**src/verilog/dmb_cfg.svh**
```systemverilog
// constants for the drive monitor status bank: offsets, field positions, limits
// assumes one clock domain and a host port that carries 16-bit addresses
// Function
// host reads monitors in window 7000h..7044h
// running and set frequency reported unsigned
// frequency span follows resolution selection
// bus voltage 0.1 V, up to 3000.0
// output voltage whole volts, up to 1140
// current 0.01 A, or 0.1 A large units
// output power clamped to 0..32767
// output torque signed, within 200.0 percent
// input levels packed, virtual inputs from bit10
// output levels packed in documented bit order
// pid values are percentage times scale
// pulse input frequency 0.01 kHz, to 100.00
// actual output frequency signed, 3000.0/300.00 span
// remaining time 0.1 min when timing enabled
// raw analog voltages clamped, third one signed
// linear speed is pulses per minute over per-metre
// mirror host value written at 1000h
// encoder speed signed, span per resolution
// rotor position 0.1 degree, to 359.9
// motor temperature whole degrees, 0..200
// target torque signed, within 200.0 percent
// resolver position unsigned 0..4095
// monitors read-only; window writes change nothing
`ifndef DMB_CFG_SVH
`define DMB_CFG_SVH

// ==================================================
// address window
`define DMB_WIN_LO        16'h7000
`define DMB_WIN_HI        16'h7044
`define DMB_COMM_SET_ADDR 16'h1000
`define DMB_NSLOT         28

// ==================================================
// register indices (offset from window base)
`define DMB_IX_RUN_FREQ   7'h00
`define DMB_IX_SET_FREQ   7'h01
`define DMB_IX_BUS_V      7'h02
`define DMB_IX_OUT_V      7'h03
`define DMB_IX_OUT_CUR    7'h04
`define DMB_IX_OUT_PWR    7'h05
`define DMB_IX_OUT_TRQ    7'h06
`define DMB_IX_IN_LVL     7'h07
`define DMB_IX_OUT_LVL    7'h08
`define DMB_IX_LOAD_SPD   7'h0e
`define DMB_IX_PID_SET    7'h0f
`define DMB_IX_PID_FB     7'h10
`define DMB_IX_PULSE_F    7'h12
`define DMB_IX_ACT_FREQ   7'h13
`define DMB_IX_REMAIN     7'h14
`define DMB_IX_AIN1       7'h15
`define DMB_IX_AIN2       7'h16
`define DMB_IX_AIN3       7'h17
`define DMB_IX_LIN_SPD    7'h18
`define DMB_IX_COMM_SET   7'h1b
`define DMB_IX_ENC_SPD    7'h1c
`define DMB_IX_MAIN_F     7'h1d
`define DMB_IX_AUX_F      7'h1e
`define DMB_IX_ROTOR      7'h20
`define DMB_IX_MOTOR_T    7'h21
`define DMB_IX_TGT_TRQ    7'h22
`define DMB_IX_RESOLVER   7'h23
`define DMB_IX_PF_ANGLE   7'h24

// ==================================================
// field positions in the packed level words
`define DMB_VIN_LSB       10
`define DMB_DO_OUT3_BIT   0
`define DMB_DO_RELAY_LSB  1
`define DMB_DO_OUT12_LSB  3
`define DMB_VOUT_LSB      5

// ==================================================
// resolution selection codes and limits
`define DMB_RES_1DEC      2'h1
`define DMB_RES_2DEC      2'h2
`define DMB_LIM_F2DEC     16'h7d00
`define DMB_LIM_F1DEC     16'h7530
`define DMB_LIM_ACT       16'h7530
`define DMB_LIM_BUS       16'h7530
`define DMB_LIM_VOUT      16'h0474
`define DMB_LIM_FULL      16'hffff
`define DMB_CUR_DIV       32'h0000000a
`define DMB_LIM_PWR       16'h7fff
`define DMB_LIM_TRQ       16'h07d0
`define DMB_LIM_PULSE     16'h2710
`define DMB_LIM_TIME      16'hfde8
`define DMB_LIM_AIN       16'h0421
`define DMB_LIM_COMM      16'h2710
`define DMB_LIM_ROTOR     16'h0e0f
`define DMB_LIM_TEMP      16'h00c8
`define DMB_LIM_RESOLVER  16'h0fff

`endif

```
**src/verilog/dmb_pkg.sv**
```systemverilog
// types for the drive monitor status bank
// assumes dmb_cfg.svh is on the include path
`include "dmb_cfg.svh"

package dmb_pkg;

	// ==================================================
	// measured quantities from the drive's control logic, same clock
	typedef struct packed {
		logic signed [31:0] run_freq;     // theoretical running freq, signed
		logic signed [31:0] set_freq;     // set frequency, signed
		logic        [31:0] bus_v;        // 0.1 V units
		logic        [31:0] out_v;        // 1 V units
		logic        [31:0] out_cur;      // 0.01 A units
		logic signed [31:0] out_pwr;      // power, signed
		logic signed [31:0] out_trq;      // 0.1 percent
		logic signed [31:0] trq_limit;    // present torque upper limit
		logic        [15:0] load_speed;   // already scaled
		logic        [15:0] pid_set_frac; // 0..ffff = 0..100 percent
		logic        [15:0] pid_fb_frac;  // same scale
		logic        [31:0] pulse_freq;   // 0.01 kHz units
		logic signed [31:0] act_freq;     // actual output freq
		logic        [31:0] remain_time;  // 0.1 min units
		logic        [31:0] ain1_v;       // 0.01 V units
		logic        [31:0] ain2_v;       // 0.01 V units
		logic signed [31:0] ain3_v;       // 0.01 V units, signed
		logic        [31:0] pulses_per_min;
		logic signed [31:0] enc_freq;     // encoder measured freq
		logic        [15:0] main_freq;
		logic        [15:0] aux_freq;
		logic        [31:0] rotor_pos;    // 0.1 degree units
		logic        [31:0] motor_temp;   // degrees C
		logic        [15:0] resolver_pos;
		logic        [15:0] pf_angle;
		logic               running;
		logic               timer_en;
		logic        [4:0]  virtual_input;
		logic        [4:0]  virtual_output;
		logic               out_three;    // output three level
		logic        [1:0]  relay;        // relays one, two
		logic        [1:0]  out_one_two;  // outputs one, two
	} dmb_drive_t;

	// configuration held by the drive's parameter store
	typedef struct packed {
		logic [1:0]  frequency_resolution_select;
		logic        large_unit;           // power rating above 55 kW
		logic [15:0] pid_scale_factor;
		logic [15:0] pulses_per_meter;
	} dmb_cfg_t;

	// host request from the serial link's frame decoder
	typedef struct packed {
		logic        valid;
		logic        write;
		logic [15:0] addr;
		logic [15:0] wdata;
	} dmb_req_t;

	// answer to the frame encoder
	typedef struct packed {
		logic        valid;
		logic        err;
		logic [15:0] rdata;
	} dmb_rsp_t;

endpackage

```
**src/verilog/dmb_monitor_bank.sv**
```systemverilog
// drive monitor status bank: read-only monitor registers behind the host port
// assumes requests come from a frame decoder on core_clk, terminal pins are raw
`timescale 1ns/1ps
`include "dmb_cfg.svh"

module dmb_monitor_bank (
	input  wire logic                core_clk,
	input  wire logic                reset,
	input  wire logic                clk_en,
	input  wire dmb_pkg::dmb_drive_t drive,
	input  wire dmb_pkg::dmb_cfg_t   cfg,
	input  wire logic [9:0]          digital_input_terminal,
	input  wire dmb_pkg::dmb_req_t   req,
	output      dmb_pkg::dmb_rsp_t   rsp
);

	// ==================================================
	// slot table: slot number -> register index
	localparam logic [6:0] SLOT_IX [`DMB_NSLOT] = '{
		`DMB_IX_RUN_FREQ, `DMB_IX_SET_FREQ, `DMB_IX_BUS_V,    `DMB_IX_OUT_V,
		`DMB_IX_OUT_CUR,  `DMB_IX_OUT_PWR,  `DMB_IX_OUT_TRQ,  `DMB_IX_IN_LVL,
		`DMB_IX_OUT_LVL,  `DMB_IX_LOAD_SPD, `DMB_IX_PID_SET,  `DMB_IX_PID_FB,
		`DMB_IX_PULSE_F,  `DMB_IX_ACT_FREQ, `DMB_IX_REMAIN,   `DMB_IX_AIN1,
		`DMB_IX_AIN2,     `DMB_IX_AIN3,     `DMB_IX_LIN_SPD,  `DMB_IX_COMM_SET,
		`DMB_IX_ENC_SPD,  `DMB_IX_MAIN_F,   `DMB_IX_AUX_F,    `DMB_IX_ROTOR,
		`DMB_IX_MOTOR_T,  `DMB_IX_TGT_TRQ,  `DMB_IX_RESOLVER, `DMB_IX_PF_ANGLE
	};

	// slot numbers used by the assertions and the packing logic
	localparam int S_RUN = 0;
	localparam int S_SET = 1;
	localparam int S_BUS = 2;
	localparam int S_VOUT = 3;
	localparam int S_PWR = 5;
	localparam int S_TRQ = 6;
	localparam int S_IN = 7;
	localparam int S_OUT = 8;
	localparam int S_COMM = 19;
	localparam int S_RES = 26;

	// ==================================================
	// saturating helpers

	// clamp an unsigned value to an upper limit
	function automatic logic [15:0] sat_u(input logic [31:0] v, input logic [15:0] lim);
		logic [31:0] l;
		l = {16'h0000, lim};
		if (v > l) begin
			sat_u = lim;
		end else begin
			sat_u = v[15:0];
		end
	endfunction

	// clamp a signed value to +/- limit, two's complement result
	function automatic logic [15:0] sat_s(input logic signed [31:0] v,
		input logic [15:0] lim);
		logic signed [31:0] l;
		l = signed'({16'h0000, lim});
		if (v > l) begin
			sat_s = lim;
		end else if (v < -l) begin
			sat_s = 16'(-l);
		end else begin
			sat_s = v[15:0];
		end
	endfunction

	// magnitude of a signed value, direction dropped
	function automatic logic [31:0] mag(input logic signed [31:0] v);
		mag = (v < 0) ? 32'(-v) : 32'(v);
	endfunction

	// ==================================================
	// terminal pin synchroniser (pins are asynchronous to core_clk)
	logic [9:0] din_meta_r;     // first stage, read only by second stage
	logic [9:0] din_meta_nxt;
	logic [9:0] din_sync_r;     // second stage, safe to use
	logic [9:0] din_sync_nxt;

	// next values: shift only while enabled
	always_comb begin
		din_meta_nxt = din_meta_r;
		din_sync_nxt = din_sync_r;
		if (clk_en) begin
			din_meta_nxt = digital_input_terminal;
			din_sync_nxt = din_meta_r;
		end
	end

	// synchroniser flops
	always_ff @(posedge core_clk) begin
		if (reset) begin
			din_meta_r <= 10'h000;
			din_sync_r <= 10'h000;
		end else begin
			din_meta_r <= din_meta_nxt;
			din_sync_r <= din_sync_nxt;
		end
	end

	// ==================================================
	// communication setpoint written by the host
	logic [15:0] comm_set_r;    // last host value, clamped
	logic [15:0] comm_set_nxt;
	logic        comm_wr;       // host write at the setpoint address

	assign comm_wr = clk_en && req.valid && req.write && (req.addr == `DMB_COMM_SET_ADDR);

	// mirror host setpoint
	always_comb begin
		comm_set_nxt = comm_set_r;
		if (comm_wr) begin
			comm_set_nxt = sat_s(32'(signed'(req.wdata)), `DMB_LIM_COMM);
		end
	end

	// setpoint register
	always_ff @(posedge core_clk) begin
		if (reset) begin
			comm_set_r <= 16'h0000;
		end else begin
			comm_set_r <= comm_set_nxt;
		end
	end

	// ==================================================
	// monitor snapshot: refreshed every enabled cycle from live values
	logic [15:0] mon_r   [`DMB_NSLOT];  // presented values
	logic [15:0] mon_nxt [`DMB_NSLOT];
	logic [15:0] lim_freq;              // span of frequency words
	logic [31:0] cur_scaled;            // current in the unit's resolution
	logic [31:0] pid_set_prod;          // fraction times scale
	logic [31:0] pid_fb_prod;
	logic [31:0] lin_speed;             // metres per minute, unclamped
	logic [15:0] in_word;               // packed input levels
	logic [15:0] out_word;              // packed output levels

	// span from resolution
	assign lim_freq = (cfg.frequency_resolution_select == `DMB_RES_2DEC) ?
		`DMB_LIM_F2DEC : `DMB_LIM_F1DEC;

	// current scaling by rating
	assign cur_scaled = cfg.large_unit ? (drive.out_cur / `DMB_CUR_DIV) : drive.out_cur;

	// percentage times scale, fraction keeps it within 16 bits
	assign pid_set_prod = 32'(drive.pid_set_frac) * 32'(cfg.pid_scale_factor);
	assign pid_fb_prod = 32'(drive.pid_fb_frac) * 32'(cfg.pid_scale_factor);

	// pulses per minute over pulses per metre
	// a zero divisor reads as zero speed rather than an undefined quotient
	assign lin_speed = (cfg.pulses_per_meter == 16'h0000) ? 32'h00000000 :
		(drive.pulses_per_min / {16'h0000, cfg.pulses_per_meter});

	// input levels, physical then virtual
	always_comb begin
		in_word = 16'h0000;
		in_word[9:0] = din_sync_r;
		in_word[`DMB_VIN_LSB +: 5] = drive.virtual_input;
	end

	// output levels in bit order
	always_comb begin
		out_word = 16'h0000;
		out_word[`DMB_DO_OUT3_BIT] = drive.out_three;
		out_word[`DMB_DO_RELAY_LSB +: 2] = drive.relay;
		out_word[`DMB_DO_OUT12_LSB +: 2] = drive.out_one_two;
		out_word[`DMB_VOUT_LSB +: 5] = drive.virtual_output;
	end

	// next snapshot: hold while disabled, else recompute every slot
	always_comb begin
		for (int i = 0; i < `DMB_NSLOT; i++) begin
			mon_nxt[i] = mon_r[i];
		end
		if (clk_en) begin
			// unsigned magnitudes
			mon_nxt[S_RUN] = sat_u(mag(drive.run_freq), lim_freq);
			mon_nxt[S_SET] = sat_u(mag(drive.set_freq), lim_freq);
			// bus voltage range
			mon_nxt[S_BUS] = sat_u(drive.bus_v, `DMB_LIM_BUS);
			// output voltage, zero when stopped
			mon_nxt[S_VOUT] = drive.running ? sat_u(drive.out_v, `DMB_LIM_VOUT) : 16'h0000;
			// current word
			mon_nxt[4] = sat_u(cur_scaled, `DMB_LIM_FULL);
			// power, negatives read zero
			mon_nxt[S_PWR] = (!drive.running || drive.out_pwr < 0) ? 16'h0000 :
				sat_u(32'(drive.out_pwr), `DMB_LIM_PWR);
			// torque while running
			mon_nxt[S_TRQ] = drive.running ? sat_s(drive.out_trq, `DMB_LIM_TRQ) : 16'h0000;
			mon_nxt[S_IN] = in_word;
			mon_nxt[S_OUT] = out_word;
			mon_nxt[9] = drive.load_speed;
			// pid words
			mon_nxt[10] = pid_set_prod[31:16];
			mon_nxt[11] = pid_fb_prod[31:16];
			// pulse frequency
			mon_nxt[12] = sat_u(drive.pulse_freq, `DMB_LIM_PULSE);
			// actual frequency signed
			mon_nxt[13] = sat_s(drive.act_freq, `DMB_LIM_ACT);
			// remaining time only when timing enabled
			mon_nxt[14] = drive.timer_en ? sat_u(drive.remain_time, `DMB_LIM_TIME) : 16'h0000;
			// raw analog voltages
			mon_nxt[15] = sat_u(drive.ain1_v, `DMB_LIM_AIN);
			mon_nxt[16] = sat_u(drive.ain2_v, `DMB_LIM_AIN);
			mon_nxt[17] = sat_s(drive.ain3_v, `DMB_LIM_AIN);
			// linear speed word
			mon_nxt[18] = sat_u(lin_speed, `DMB_LIM_FULL);
			// setpoint mirror
			mon_nxt[S_COMM] = comm_set_r;
			// encoder speed signed
			mon_nxt[20] = sat_s(drive.enc_freq, lim_freq);
			mon_nxt[21] = drive.main_freq;
			mon_nxt[22] = drive.aux_freq;
			// rotor position
			mon_nxt[23] = sat_u(drive.rotor_pos, `DMB_LIM_ROTOR);
			// motor temperature
			mon_nxt[24] = sat_u(drive.motor_temp, `DMB_LIM_TEMP);
			// torque limit as target
			mon_nxt[25] = sat_s(drive.trq_limit, `DMB_LIM_TRQ);
			// resolver count
			mon_nxt[S_RES] = drive.resolver_pos & `DMB_LIM_RESOLVER;
			mon_nxt[27] = drive.pf_angle;
		end
	end

	// snapshot flops
	always_ff @(posedge core_clk) begin
		if (reset) begin
			for (int i = 0; i < `DMB_NSLOT; i++) begin
				mon_r[i] <= 16'h0000;
			end
		end else begin
			for (int i = 0; i < `DMB_NSLOT; i++) begin
				mon_r[i] <= mon_nxt[i];
			end
		end
	end

	// ==================================================
	// host port: one answer, one cycle after each taken request
	logic        in_win;        // address falls in the monitor window
	logic [6:0]  win_ix;        // index within the window
	logic [15:0] rd_val;        // decoded read value
	logic        rsp_valid_r;
	logic        rsp_valid_nxt;
	logic        rsp_err_r;
	logic        rsp_err_nxt;
	logic [15:0] rsp_data_r;
	logic [15:0] rsp_data_nxt;

	assign in_win = (req.addr >= `DMB_WIN_LO) && (req.addr <= `DMB_WIN_HI);
	assign win_ix = 7'(req.addr - `DMB_WIN_LO);

	// window decode; unassigned indices read zero
	always_comb begin
		rd_val = 16'h0000;
		for (int i = 0; i < `DMB_NSLOT; i++) begin
			if (SLOT_IX[i] == win_ix) begin
				rd_val = mon_r[i];
			end
		end
	end

	// answer next values; the answer is a pulse, data holds until the next
	always_comb begin
		rsp_valid_nxt = 1'b0;
		rsp_err_nxt = rsp_err_r;
		rsp_data_nxt = rsp_data_r;
		if (!clk_en) begin
			rsp_valid_nxt = rsp_valid_r;
		end else if (req.valid) begin
			rsp_valid_nxt = 1'b1;
			rsp_err_nxt = 1'b0;
			rsp_data_nxt = 16'h0000;
			if (req.addr == `DMB_COMM_SET_ADDR) begin
				rsp_data_nxt = req.write ? 16'h0000 : comm_set_r;
			end else if (in_win) begin
				// window writes are acknowledged and dropped
				rsp_data_nxt = req.write ? 16'h0000 : rd_val;
			end else begin
				rsp_err_nxt = 1'b1;
			end
		end
	end

	// answer flops
	always_ff @(posedge core_clk) begin
		if (reset) begin
			rsp_valid_r <= 1'b0;
			rsp_err_r <= 1'b0;
			rsp_data_r <= 16'h0000;
		end else begin
			rsp_valid_r <= rsp_valid_nxt;
			rsp_err_r <= rsp_err_nxt;
			rsp_data_r <= rsp_data_nxt;
		end
	end

	assign rsp.valid = rsp_valid_r;
	assign rsp.err = rsp_err_r;
	assign rsp.rdata = rsp_data_r;
endmodule // dmb_monitor_bank

```
**config.mk**
```make
export PLATFORM = sky130hd
export DESIGN_NAME = dmb_monitor_bank
export DESIGN_NICKNAME = d
export VERILOG_FILES = /design/src/verilog/dmb_pkg.sv /design/src/verilog/dmb_monitor_bank.sv
export VERILOG_INCLUDE_DIRS = /design/src /design/src/verilog
export SDC_FILE = /design/constraint.sdc
export NUM_CORES = 2
export LEC_CHECK = 0
export ABC_AREA = 1
export BUFFER_PORTS_ARGS = -buffer_cell sky130_fd_sc_hd__buf_2
export CAP_MARGIN = 20
export CORE_MARGIN = 2
export CORE_UTILIZATION = 56
export CTS_BUF_LIST = sky130_fd_sc_hd__clkbuf_8
export CTS_CLUSTER_SIZE = 12
export DETAILED_ROUTE_END_ITERATION = 10
export MAX_ROUTING_LAYER = met4
export PLACE_DENSITY = 0.8
export SETUP_SLACK_MARGIN = 0.4
export SYNTH_ARGS = -nofsm -noshare
export SYNTH_HDL_FRONTEND = slang
export SYNTH_SLANG_ARGS = --single-unit
```
**constraint.sdc**
```tcl
create_clock -name core_clk -period 84 [get_ports core_clk]
set_clock_uncertainty 0.2 [all_clocks]
set_input_delay 8.4 -clock core_clk [delete_from_list [all_inputs] [get_ports core_clk]]
set_output_delay 8.4 -clock core_clk [all_outputs]
set_load 0.01 [all_outputs]
```
# Word-level counts from Yosys, hierarchy flattened
# Memories as Yosys holds them, arrays and structs flattened.
# Cells that the tools add are included.
[word_totals]
register_bits = 54
word_cells = 212
memories = 1
inputBits = 787
output_inout_bits = 18
ramBits = 448
[op_classes]
order_cmp = 30
n_eq_ne = 29
bitwise = 28
div_mod_pow = 2
multipliers = 2
n_addsub = 4
mux = 101
reduce_logical = 9
[mem_list]
columns = ["name", "words", "width", "read_ports", "rd_clocked_by_memory_dff", "wr", "line_no", "source"]
rows = [
  ["mon_r", 28, 16, 28, 0, 28, "dmb_monitor_bank.sv:129", "logic [15:0] mon_r [`DMB_NSLOT];"],
]
[ops]
columns = ["cell", "n"]
rows = [
  ["two-way mux 16 bit", 89],
  ["two-way mux 448 bit", 1],
  ["greater-than comparator 32 x 12 -> 1 bit, second input constant", 4],
  ["greater-than comparator 32 x 16 -> 1 bit, second input constant", 4],
  ["two-way mux 32 bit", 4],
  ["greater-than comparator 32 x 11 -> 1 bit, second input constant", 3],
  ["< comparator 32 x 1 -> 1 bit, second input constant", 3],
  ["< comparator 32 x 12 -> 1 bit, second input constant", 3],
  ["== test 5 x 7 -> 1 bit, first input constant", 12],
  ["greater-than comparator 32 x 15 -> 1 bit", 2],
  ["greater-than comparator 32 x 15 -> 1 bit, second input constant", 2],
  ["multiplier 16 x 16 -> 32 bit", 2],
  ["negator 32 bit", 2],
  ["== test 6 x 7 -> 1 bit, first input constant", 5],
  ["divider 32 x 16 -> 32 bit", 1],
  ["divider 32 x 4 -> 32 bit, second input constant", 1],
  ["greater-than comparator 32 x 14 -> 1 bit, second input constant", 1],
  ["greater-than comparator 32 x 16 -> 1 bit", 1],
  ["greater-than comparator 32 x 8 -> 1 bit, second input constant", 1],
  ["< comparator 32 x 16 -> 1 bit, second input constant", 1],
  ["< comparator 32 bit", 1],
  ["negator 15 -> 32 bit", 1],
  ["== test 3 x 7 -> 1 bit, first input constant", 4],
  ["OR 1 bit", 28],
  ["18 further kinds", 29],
]

# Depth between registers and ports, before layout
[logic_depth]
ltp_word = 33
mapped_depth = 633
mapped_depth_nobuf = 585

# Worst setup path before layout
# Ideal clock, no wire load.
[synth_timing]
path_kind = "input port to flip-flop"
start = "in cfg[0] (netlist bit)"
end = "mem mon_r[18][0] (netlist: mon_r[1][32])"
arrival_time_ps = 87455
cell_stages = 602
setup_slack_ps = -3767
required_time_ps = 83687
path_buffers = 47
cell_sequence = "inv_1 > ha_1 > nor2_1 > nor2_1 > nand4_1 > nand2_1 > ha_1 > o21ai_1 > nand2_1 > nand3_1 > nand2_1 > nand2_1 > inv_1 > ha_1 > o21ai_0 > nand2_1 > nand2_1 > nand2_1 > (+566 left out) > a21oi_1 > o21ai_0 > a21oi_1 > o21bai_1 > a21oi_1 > o21bai_1 > a21oi_1 > o21ai_0 > a21oi_1 > nor2_1 > a2111oi_0 > o211ai_1 > a21oi_1 > nand3_1 > nor2_1 > nand4_1 > nand2_1 > nand2_1"
[synth_lines]
columns = ["element", "line_no", "source"]
rows = [
  ["from (decl)", "dmb_monitor_bank.sv:11", "input wire dmb_pkg::dmb_cfg_t cfg,"],
  ["to (decl)", "dmb_monitor_bank.sv:129", ""],
]

==> results.yml <==
drt:
  route.antenna.remaining_nets: 0
  vias: 73100
  wl_um: 243000
  drt_iter0_markers: 7032
  post-route-drc-count: 0
  via_per_inst: 5.70
  wl_per_cell_um: 19.0
  firstDrtPassIters: 7
run_status:
  status: "finished clean"
setup_path:
  endpoint_kind: "flop"
  worstPathMaxFanout: 24
  critPathBufInv: 123
  critical_path_required_ns: 84.35
  worst_setup_path_start_kind: "input pin"
  r2r_cells: 24
  timing.critical_path.mode_cell: "nand2_1"
  cp.depth: 586
  crit_arrival_ns: 78.64
  crit_slowest_cell: "nor4_4"
  slowest_delay_ns: 0.39
  worstReg2RegStart: "mon_r[0][16]"
  crit_start: "cfg[0]"
  crit_family: "compound AO/OA/AOI/OAI gates"
  worstSetupPathType: "in2reg"
synthesis:
  synth_commonest_cells: "nand2_1 (2279), inv_1 (1715), o21ai_0 (764)"
  synth-async-reset-ratio_pct: 0
  synth_ff_type: "dfxtp_1"
  synth_top_area_cell: "dfxtp_1"
  synth.most_common_cell: "nand2_1"
  netlist_area_mm2: 0.0650
  yosysWarnings: 0
  synth_top_area_share_pct: 15.1
  netlist_top_cells_area: "dfxtp_1 (15%), nand2_1 (13%), fa_1 (12%)"
  syn_avg_cell_area_um2: 6.59
  ys_ff_latch: 491
  syn_nets: 11600
  synth_edf_count: 0
  ys_types: 78
  ys_seq_area_share_pct: 15.1
  synthCells: 9854
placement:
  portBuffers: 800
  place_area_mm2: 0.0749
  hpwl_um: 195000
  place_congestion: 1.09
cts:
  numCtsBuffers: 79
  clk_path_buf_depth: 3
  hold_buffers: 0
  clk_pin_slew_worst_paths_ns: 0.06
  htreeDepth: 3
  root_buffer: "clkbuf_8"
  cts_tree: "built"
  clock_latency_ns: 0.70
  clock_sinks: 491
floorplan:
  boundaryPins: 805
  rows: 124
  start_util_pct: 56.7
  die_area_mm2: 0.119
  die_y_um: 345
  design.core.area_mm2: 0.115
  die_x_um: 345
global_route:
  grt_pass1_wl_um: 366000
  grt_max_degree: 152
  grt_pass1_vias: 69400
  antenna_found_initial: 84
  grt_use_total_pct: 40.2
  grt_overflow_total: 0
timing:
  min_period_over_period_pct: 93.2
  hold_violations: 0
  fmax_mhz: 12.8
  slew_headroom_pct: 22.2
  worstMarginPinSlew_ns: 1.16
  slew_violations: 0
  holdWs_ns: 0.233
  min_period_ns: 78.29
  finalSetupViolCount: 0
worst_hold_path:
  worst_hold_path.num_cells: 2
  hold_start: "mon_r[1][13]"
  hp-class: "reg2reg"
finish:
  finalInstanceArea_mm2: 0.0786
  drive_above_1_share_pct: 19.6
  post-route-util_pct: 68.6
  synthToLayoutAreaGrowth_pct: 21.0
  fin_nets: 13000
run:
  drv_cap: 0
## cells by family after synthesis
logic type                 count (synthesis)  synth area share [%]
buffers and inverters                   2143                  12.6
AOI/OAI and AO/OA                       1957                  17.5
DFF                                      491                  15.1
muxes                                      1                0.0173
adders and majority gates                999                  23.7
and+or+nand+nor                         3906                  26.2
xor gates and xnor gates                 357                  4.81
## metal layers
| metal | part of all wire, % | up-vias | wire length [um] | track usage, % |
|---|---|---|---|---|
| li1 | - | 34900 | - | - |
| met1 | 38 | 33900 | 92400 | 48.0 |
| met2 | 45 | 3507 | 109000 | 62.8 |
| met3 | 12 | 786 | 28400 | 11.1 |
| met4 | 5.7 | 0 | 14000 | 19.0 |
| met5 | 0 | - | 0 | - |
## cell usage in the layout (no fill, tap or decap), types with 41 or more instances in the layout
cell / count
nand2_1: 2265
or2_2: 47
ha_1: 597
nand2_2: 55
o21ai_2: 43
a21oi_2: 87
o21ai_1: 69
buf_2: 799
xor2_1: 249
nor2_1: 536
xnor2_1: 108
nor4_1: 87
inv_2: 48
nand4_1: 147
nand3_1: 470
clkbuf_8: 101
a21oi_1: 464
a31oi_1: 56
nor3_1: 79
o221ai_1: 41
diode_2: 84
o21ai_0: 707
o211ai_1: 54
inv_1: 1731
o22ai_1: 86
dfxtp_1: 491
buf_4: 772
a22o_1: 44
fa_1: 386
o31ai_1: 50
## sequential cells by signal, indices dropped and copies added (netlist names)
signal       cells
mon_r          437
din_sync_r      10
din_meta_r      10
rsp_valid_r      1
rsp_err_r        1
comm_set_r      16
rsp_data_r      16
## through the flow
| stage | TNS (ns) | std cells | setup WS, ns |
|---|---|---|---|
| after floorplan | 0 | 9854 | 0.404 |
| after global placement | 0 | 12500 | 1.80 |
| after detailed placement | -0.778 | 12500 | -0.778 |
| after CTS | 0 | 12700 | 0.420 |
| after global routing | -0.775 | 12800 | -0.775 |
| final | 0 | 12800 | 5.71 |
## path summary, 6_finish.rpt
path,to,slack [ns]
worst max-delay path,mon_r[1][32],5.71
worst max register to register,rsp_data_r[0],78.54
worst min register to register,mon_r[1][13],0.23
worst min-delay path,mon_r[1][13],0.23
## final cells by class
| class | instances | area (um^2) |
|---|---|---|
| Multi-Input combinational cell | 7221 | 48300 |
| Timing Repair inverter | 2 | 10.0 |
| Antenna cell | 84 | 210 |
| Inverter | 1789 | 6780 |
| Clock inverter | 39 | 214 |
| Sequential cell | 491 | 9830 |
| Tap cell | 1512 | 1890 |
| Clock buffer | 101 | 1390 |
| Timing Repair Buffer | 1582 | 10000 |
| Fill cell | 9986 | 36000 |
## tightest hold or removal path: stages, from the launching register on
cell	delay (ns)
dfxtp_1	0.30
inv_1	0.05
nor2_1	0.04
## what timing repair did
item | 4_1_cts | 5_1_grt
buffers inserted | 2 | 80
gates cloned | 0 | 3
pin swaps | 0 | 132
gates resized for setup | 14 | 315
setup endpoints to repair | 1 | 3
Power is left out: the tool's default activity adds up to more than one toggle a clock period on the data nets, which glitch-free logic cannot reach.
